===== src/clock_selector_pkg.sv =====
// Purpose: shared constants for the system clock source selector
// Assumes: 100 MHz supervisory clock sys_clk_in
// Notes: mode codes of the boot clock mode field and runtime select codes
package clock_selector_pkg;

  // ****************************************
  // boot clock mode field codes
  // ****************************************
  localparam logic [2:0] MODE_WATCH_CRYSTAL = 3'h0;
  localparam logic [2:0] MODE_MEDIUM_GAIN = 3'h1;
  localparam logic [2:0] MODE_HIGH_GAIN = 3'h2;
  localparam logic [2:0] MODE_RC = 3'h3;
  localparam logic [2:0] MODE_INTERNAL = 3'h4;
  localparam logic [2:0] MODE_EXT_LOW = 3'h5;
  localparam logic [2:0] MODE_EXT_MED = 3'h6;
  localparam logic [2:0] MODE_EXT_HIGH = 3'h7;
  localparam logic [2:0] MODE_RESET = MODE_INTERNAL;

  // ****************************************
  // runtime clock select and internal frequency select
  // ****************************************
  localparam logic [1:0] SEL_BOOT = 2'h0;
  localparam logic [1:0] SEL_TIMER = 2'h1;
  localparam int SEL_INTERNAL_BIT = 1;
  localparam logic [1:0] IFREQ_FAST = 2'h0;
  localparam logic [1:0] IFREQ_MID = 2'h1;

  // ****************************************
  // amplifier gain codes
  // ****************************************
  localparam logic [1:0] GAIN_OFF = 2'h0;
  localparam logic [1:0] GAIN_LOW = 2'h1;
  localparam logic [1:0] GAIN_MID = 2'h2;
  localparam logic [1:0] GAIN_HIGH = 2'h3;

  // ****************************************
  // source indices
  // ****************************************
  localparam int NUM_SRC = 5;
  localparam logic [2:0] SRC_PRIMARY = 3'h0;
  localparam logic [2:0] SRC_TIMER = 3'h1;
  localparam logic [2:0] SRC_FAST = 3'h2;
  localparam logic [2:0] SRC_MID = 3'h3;
  localparam logic [2:0] SRC_SLOW = 3'h4;

  // ****************************************
  // timing
  // ****************************************
  localparam logic [10:0] OST_COUNT = 11'h400;
  localparam int CLK_MHZ = 100;
  localparam int FAIL_TIMEOUT_US = 40;
  localparam int FAIL_TIMEOUT_CYC = FAIL_TIMEOUT_US * CLK_MHZ;
  localparam int FAIL_CNT_W = 13;

  typedef enum logic [2:0] {
    SW_RUN = 3'b001,
    SW_DRAIN = 3'b010,
    SW_ADOPT = 3'b100
  } switch_state_t;

endpackage


===== src/system_clock_source_selector.sv =====
// Purpose: system clock source selection, start-up counter and fail-safe monitor
// Assumes: all clock sources arrive as levels sampled by sys_clk_in
// Notes: system_clock_out is the selected source re-timed, switched glitch free
`timescale 1ns/10ps
`default_nettype none

// How it works
// - eight boot clock modes chosen by a three-bit nonvolatile field.
// - external logic clock codes 111 high, 110 medium, 101 low power.
// - external logic clock modes skip the start-up counter entirely.
// - with fail-safe off, halting the external clock freezes output; operation resumes unchanged.
// - boot field source becomes default system clock when reset ends.
// - two-bit runtime select switches between internal and external sources.
// - runtime select can pick the timer oscillator or boot-defined source.
// - fail-safe monitor detects lost external clock, falls back to internal.
// - crystal modes drive low, medium or high amplifier gain.
// - internal block offers fast, mid and slow sources.
// - secondary pin is general I/O or clock out in non-crystal modes.
// - crystal modes wait 1024 input edges after reset or wake-up.
// - multiplier on by nonvolatile bit or software bit; software ignored if nv set.
module system_clock_source_selector #(
  parameter int unsigned FAIL_TIMEOUT_CYCLES = clock_selector_pkg::FAIL_TIMEOUT_CYC
) (
  // clock and reset
  input wire logic sys_clk_in,
  input wire logic arst_n_in,
  // nonvolatile configuration
  input wire logic [2:0] boot_clock_mode_field_in,
  input wire logic nv_multiplier_enable_in,
  input wire logic clkout_enable_in,
  input wire logic fail_safe_enable_in,
  input wire logic two_speed_enable_in,
  // oscillator control register bits
  input wire logic [1:0] runtime_clock_select_in,
  input wire logic [1:0] internal_freq_select_in,
  input wire logic sw_multiplier_enable_in,
  input wire logic wake_from_sleep_in,
  // clock sources
  input wire logic primary_osc_input_in,
  input wire logic timer_osc_in,
  input wire logic internal_fast_source_in,
  input wire logic internal_mid_source_in,
  input wire logic internal_slow_source_in,
  // secondary pin and its core-side data
  input wire logic secondary_osc_pin_in,
  input wire logic gpio_data_in,
  input wire logic gpio_drive_in,
  // outputs
  output logic system_clock_out,
  output logic run_enable_out,
  output logic [1:0] gain_select_out,
  output logic multiplier_enable_out,
  output logic clock_failed_out,
  output logic startup_stable_out,
  output logic [2:0] active_source_out,
  output logic secondary_osc_pin_out,
  output logic secondary_osc_pin_oe_out,
  output logic secondary_pin_sample_out
);
  import clock_selector_pkg::*;

  localparam logic [FAIL_CNT_W-1:0] FAIL_LAST = FAIL_CNT_W'(FAIL_TIMEOUT_CYCLES - 1);

  if (FAIL_TIMEOUT_CYCLES < 2 || FAIL_TIMEOUT_CYCLES >= (1 << FAIL_CNT_W)) begin : g_chk
    $error("FAIL_TIMEOUT_CYCLES out of range");
  end

  typedef struct packed {
    logic [NUM_SRC-1:0] sync1;
    logic [NUM_SRC-1:0] sync2;
    logic [NUM_SRC-1:0] prev;
    logic pin_sync1;
    logic pin_sync2;
    logic captured;
    logic [2:0] mode;
    logic [10:0] ost_cnt;
    logic stable;
    logic [FAIL_CNT_W-1:0] fail_cnt;
    logic failed;
    switch_state_t sw;
    logic [2:0] cur;
    logic [2:0] target;
    logic sysclk;
    logic run;
    logic [1:0] gain;
    logic mult;
    logic pin_o;
    logic pin_oe;
  } state_t;

  localparam state_t RESET_STATE = '{
    sync1: '0, sync2: '0, prev: '0, pin_sync1: 1'b0, pin_sync2: 1'b0,
    captured: 1'b0, mode: MODE_RESET, ost_cnt: 11'h000, stable: 1'b0,
    fail_cnt: '0, failed: 1'b0, sw: SW_RUN, cur: SRC_FAST, target: SRC_FAST,
    sysclk: 1'b0, run: 1'b0, gain: GAIN_OFF, mult: 1'b0, pin_o: 1'b0,
    pin_oe: 1'b0
  };

  state_t s;
  state_t next_s;

  // ****************************************
  // helpers
  // ****************************************
  logic [NUM_SRC-1:0] raw_src;
  logic crystal;
  logic early_internal;
  logic prim_rise;
  logic monitoring;
  logic [2:0] int_src;
  logic [2:0] want;

  assign raw_src = {internal_slow_source_in, internal_mid_source_in,
                    internal_fast_source_in, timer_osc_in, primary_osc_input_in};
  assign crystal = (s.mode == MODE_WATCH_CRYSTAL) || (s.mode == MODE_MEDIUM_GAIN) ||
                   (s.mode == MODE_HIGH_GAIN);
  assign early_internal = fail_safe_enable_in | two_speed_enable_in;
  assign prim_rise = s.sync2[SRC_PRIMARY] & ~s.prev[SRC_PRIMARY];
  assign monitoring = s.captured && (s.mode != MODE_INTERNAL) && fail_safe_enable_in &&
                      s.stable;
  assign int_src = (internal_freq_select_in == IFREQ_FAST) ? SRC_FAST :
                   (internal_freq_select_in == IFREQ_MID) ? SRC_MID : SRC_SLOW;

  always_comb begin
    if (s.failed) begin
      want = int_src;
    end else if (runtime_clock_select_in[SEL_INTERNAL_BIT]) begin
      want = int_src;
    end else if (runtime_clock_select_in == SEL_TIMER) begin
      want = SRC_TIMER;
    end else if (s.mode == MODE_INTERNAL) begin
      want = int_src;
    end else if (crystal && !s.stable && early_internal) begin
      want = int_src;
    end else begin
      want = SRC_PRIMARY;
    end
  end

  // ****************************************
  // next state
  // ****************************************
  always_comb begin
    next_s = s;
    next_s.sync1 = raw_src;
    next_s.sync2 = s.sync1;
    next_s.prev = s.sync2;
    next_s.pin_sync1 = secondary_osc_pin_in;
    next_s.pin_sync2 = s.pin_sync1;
    // boot field captured once after reset release
    if (!s.captured) begin
      next_s.captured = 1'b1;
      next_s.mode = boot_clock_mode_field_in;
      next_s.stable = !((boot_clock_mode_field_in == MODE_WATCH_CRYSTAL) ||
                        (boot_clock_mode_field_in == MODE_MEDIUM_GAIN) ||
                        (boot_clock_mode_field_in == MODE_HIGH_GAIN));
      next_s.ost_cnt = 11'h000;
    end else if (wake_from_sleep_in) begin
      next_s.ost_cnt = 11'h000;
      next_s.stable = !crystal;
    end else if (!s.stable && prim_rise) begin
      next_s.ost_cnt = s.ost_cnt + 11'h001;
      if (s.ost_cnt == OST_COUNT - 11'h001) begin
        next_s.stable = 1'b1;
      end
    end
    // fail-safe watchdog on the primary input
    if (!monitoring || prim_rise) begin
      next_s.fail_cnt = '0;
    end else if (s.fail_cnt == FAIL_LAST) begin
      next_s.failed = 1'b1;
    end else begin
      next_s.fail_cnt = s.fail_cnt + 1'b1;
    end
    // glitch-free source switch; a halted source simply holds the output
    case (s.sw)
      SW_RUN: begin
        next_s.sysclk = s.sync2[s.cur];
        if (s.captured && want != s.cur) begin
          next_s.target = want;
          next_s.sw = SW_DRAIN;
        end
      end
      SW_DRAIN: begin
        next_s.target = want;
        // old source may only finish its high phase, never start a new one
        if (!s.sysclk || !s.sync2[s.cur] || s.failed) begin
          next_s.sysclk = 1'b0;
          next_s.sw = SW_ADOPT;
        end else begin
          next_s.sysclk = s.sync2[s.cur];
        end
      end
      SW_ADOPT: begin
        next_s.sysclk = 1'b0;
        next_s.target = want;
        if (s.prev[want] && !s.sync2[want]) begin
          next_s.cur = want;
          next_s.sw = SW_RUN;
        end
      end
      default: begin
        next_s.sw = SW_RUN;
      end
    endcase
    next_s.run = s.captured && (s.stable || (crystal && early_internal));
    case (s.mode)
      MODE_WATCH_CRYSTAL: next_s.gain = GAIN_LOW;
      MODE_MEDIUM_GAIN: next_s.gain = GAIN_MID;
      MODE_HIGH_GAIN: next_s.gain = GAIN_HIGH;
      default: next_s.gain = GAIN_OFF;
    endcase
    next_s.mult = nv_multiplier_enable_in | sw_multiplier_enable_in;
    if (crystal) begin
      next_s.pin_o = 1'b0;
      next_s.pin_oe = 1'b0;
    end else if (clkout_enable_in) begin
      next_s.pin_o = s.sysclk;
      next_s.pin_oe = 1'b1;
    end else begin
      next_s.pin_o = gpio_data_in;
      next_s.pin_oe = gpio_drive_in;
    end
  end

  always_ff @(posedge sys_clk_in or negedge arst_n_in) begin
    if (!arst_n_in) begin
      s <= RESET_STATE;
    end else begin
      s <= next_s;
    end
  end

  assign system_clock_out = s.sysclk;
  assign run_enable_out = s.run;
  assign gain_select_out = s.gain;
  assign multiplier_enable_out = s.mult;
  assign clock_failed_out = s.failed;
  assign startup_stable_out = s.stable;
  assign active_source_out = s.cur;
  assign secondary_osc_pin_out = s.pin_o;
  assign secondary_osc_pin_oe_out = s.pin_oe;
  assign secondary_pin_sample_out = s.pin_sync2;
endmodule

`default_nettype wire


===== config.mk =====
export PLATFORM = sky130hd
export DESIGN_NAME = system_clock_source_selector
export DESIGN_NICKNAME = d
export VERILOG_FILES = /design/src/clock_selector_pkg.sv /design/src/system_clock_source_selector.sv
export SDC_FILE = /design/constraint.sdc
export NUM_CORES = 1
export LEC_CHECK = 0
export BUFFER_PORTS_ARGS = -buffer_cell sky130_fd_sc_hd__buf_2
export CORE_MARGIN = 2
export CORE_UTILIZATION = 40
export DETAILED_ROUTE_END_ITERATION = 16
export GPL_TIMING_DRIVEN = 0
export PLACE_DENSITY = 0.71
export SLEW_MARGIN = 0
export SYNTH_ARGS = -nofsm -noshare
export SYNTH_HDL_FRONTEND = slang
export SYNTH_SLANG_ARGS = --single-unit

===== constraint.sdc =====
create_clock -name sys_clk_in -period 1.8 [get_ports sys_clk_in]
set_input_delay 0.27 -clock sys_clk_in [delete_from_list [all_inputs] [get_ports sys_clk_in]]
set_output_delay 0.27 -clock sys_clk_in [all_outputs]
set_load 0.05 [all_outputs]

==> run metrics <==
vias in the first global route=1933; slack of the worst reg-to-reg path=-170 ps; dpl hpwl=3.52 mm; synthesized area=2750 um2; Synth Net Count=276; final setup margin=-169 ps; gp weighted congestion=0.862; final clock skew=11.5 ps; final setup TNS=-574 ps; Nets=339; share of layout cells above drive strength 1=35.4%; Hold Fails Final Rpt=0; row count=30; Avg Cell Area, Syn=10.9 um2; crit path capture type=flop; via-per-instance ratio=5.11; Worst-Skew Late Latency=330 ps; r2r startpoint=s[44]$_DFFE_PN1N_; Post-CTS Hold Buffers=0; DP Worst Slack=-211 ps; Power Total=0.00335 W; Inserted Diodes=0; post-synthesis sequential area ratio=54.8%; worst slew pin tran=726 ps; PwrDens=967 nW/um2; die footprint=7540 um2; Worst path top cell family by delay=simple AND/OR/NAND/NOR gates; CTS root buf=clkbuf_8; WP buf/inv=0; # port buffers=35; initial antenna violation count=0; worst setup path category=reg -> reg; Slew Viols, Final=0; Finish-stage setup viols=6; Max clock buf depth=2; max frequency=508 MHz; Post-synth EDFFs=0; failing checks=negative setup slack; 1st-iter DRT viols=94; #FFs+latches synth=60; prevailing post-synth register cell=dfrtp_1; Congestion Overflow GR=0; synthesized instance count=251; Final Cycle Share=109%; core area=6720 um2; vias=2040; I/O pin total=36; RSZ-0062 raised after global routing=yes; status=finished with violations; Slowest cell on crit path=dfstp_2; Area growth syn-to-layout=26.4%; cell total after placement=366; Worst-path clk slew=70 ps; fin cells=399; crit start category=flop; worst-path cell chain=or3b_4 > o311ai_4 > mux2i_2 > nor2_2 > nor3b_1 > o31a_1; Final ANT Viol Nets=0; CP Data Arrival Time=2240 ps; Worst EP required=2070 ps; crit-path max cell delay=550 ps; Leak Pwr=1.54 nW; first-pass GRT wire length=8.89 mm; fillcell total=579; Async S/R FF share, synth=100%; max_slew headroom=51.6%; CTS sink count=60; Routed WL per cell=13.6 um; library cells used by synthesis=58; Max-Cap Viols=0; Worst R2R Path Depth=6; hold crit path type=in -> async; CTS H-tree lvls=3; final wirelength=5.42 mm; Yosys Warn Count=0; CTS tree=built; Worst VDD drop=0.000307 V; Die H=86.8 um; Cell Area, Placed=3060 um2; CP max FO=8; Starting Density=40.9%; all-layer global routing usage=15.1%; fin area=3470 um2; minimum clock period after layout=1970 ps; largest net degree at the start of global routing=61; DRC Markers=0; TritonCTS Buffers=9; TritonRoute pass-1 iters=4; Die Wd=86.8 um; Critical R2R Capture=s[13]$_DFFE_PN1P_
[cell families after synthesis]
kind of cell	count (synthesis)	share of synthesized area (%)
other	1	0.137
buffers and inverters	17	3.05
adders and majority gates	2	0.911
xor gates and xnor gates	22	7.02
and+or+nand+nor	101	20.0
DFF	60	54.8
AOI/OAI and AO/OA	38	10.3
muxes	10	3.78
[placed cells by master (no fill, tap or decap), types with 4 or more instances in the layout]
cell type,netlist,final
dfrtp_1,57,55
nor2_1,36,35
buf_2,0,34
buf_4,5,24
clkbuf_8,0,13
nand2_1,13,13
xnor2_1,11,11
xor2_1,11,10
o21ai_0,10,8
inv_1,7,7
mux2i_1,7,6
nand4_1,6,6
nand3_1,7,6
a21oi_1,6,5
nand2b_1,5,4
and2_1,4,4
[metrics by stage]
| step | hold WS [ps] | utilization [%] |
|---|---|---|
| 2_1_floorplan | -25.6 | - |
| 3_3_place_gp | 333 | 45.6 |
| 3_5_place_dp | 336 | 45.6 |
| 4_1_cts | 31.5 | 50.4 |
| 5_1_grt | 30.0 | 51.7 |
| 6_report | 5.08 | 51.7 |
[worst max-delay path by stage]
| stage | start | to | slack [ps] | depth (start not counted) |
|---|---|---|---|---|
| floorplan | startup_stable_out$_DFFE_PN0P_ | startup_stable_out$_DFFE_PN0P_ | -70 | 7 |
| global placement | s[42]$_DFFE_PN0N_ | s[14]$_DFFE_PN0P_ | -220 | 6 |
| detailed placement | s[42]$_DFFE_PN0N_ | s[13]$_DFFE_PN1P_ | -210 | 6 |
| CTS | s[44]$_DFFE_PN1N_ | s[13]$_DFFE_PN1P_ | -130 | 6 |
| global route | s[44]$_DFFE_PN1N_ | s[13]$_DFFE_PN1P_ | -240 | 6 |
| finish | s[44]$_DFFE_PN1N_ | s[13]$_DFFE_PN1P_ | -170 | 6 |
[final cells by class]
class	instances	area (um2)	area share, %
well taps	80	100	2.88
multi-input cells	174	1250	36.1
clock buffers	14	163	4.69
flip-flops and latches	60	1510	43.4
repair buffers	53	313	9.01
inverters	7	26.3	0.757
clock inverters	2	35.0	1.01
plain buffers	9	73.8	2.13
[power by group]
group          leakage [nW]  total, W  switching [W]  internal, W
clock network         0.101   0.00120       0.000486     0.000715
registers             0.760   0.00155      0.0000981      0.00145
logic                 0.679  0.000607       0.000363     0.000244
total                  1.54   0.00335       0.000947      0.00241
[cell usage after synthesis (4+ instances only)]
library cell   n  area (um2)
and2_1         4        25.0
nor3_1         4        20.0
nand4_1        6        37.5
nand2b_1       5        31.3
nand2_1       13        48.8
xor2_1        11        96.3
mux2i_1        7        70.1
nor2_1        36         135
inv_1          7        26.3
xnor2_1       11        96.3
dfrtp_1       57        1430
a21oi_1        6        30.0
buf_4          5        37.5
nand3_1        7        35.0
o21ai_0       10        50.1
[repair_timing]
| item | in CTS | in global routing |
|---|---|---|
| pin swaps | 8 | 7 |
| buffers inserted | 14 | 4 |
| resized for setup | 7 | 12 |
| setup endpoints to repair | 24 | 17 |
[state kept, by name, indices dropped and copies added (netlist names)]
signal	flops
active_source_out	3
secondary_pin_sample_out	1
s	36
secondary_osc_pin_out	1
startup_stable_out	1
secondary_osc_pin_oe_out	1
gain_select_out	2
run_enable_out	1
system_clock_out	1
clock_failed_out	1
next_s	11
multiplier_enable_out	1
[routing by layer]
metal  vias up  routed length, um  track usage [%]
met5         -                  0                0
met4         0                 57             6.68
met3         5                252             3.81
met2        55               2630             24.1
met1       984               2490             19.3
li1        996                  -                -
No activity file was read; power rests on OpenSTA's default activity.
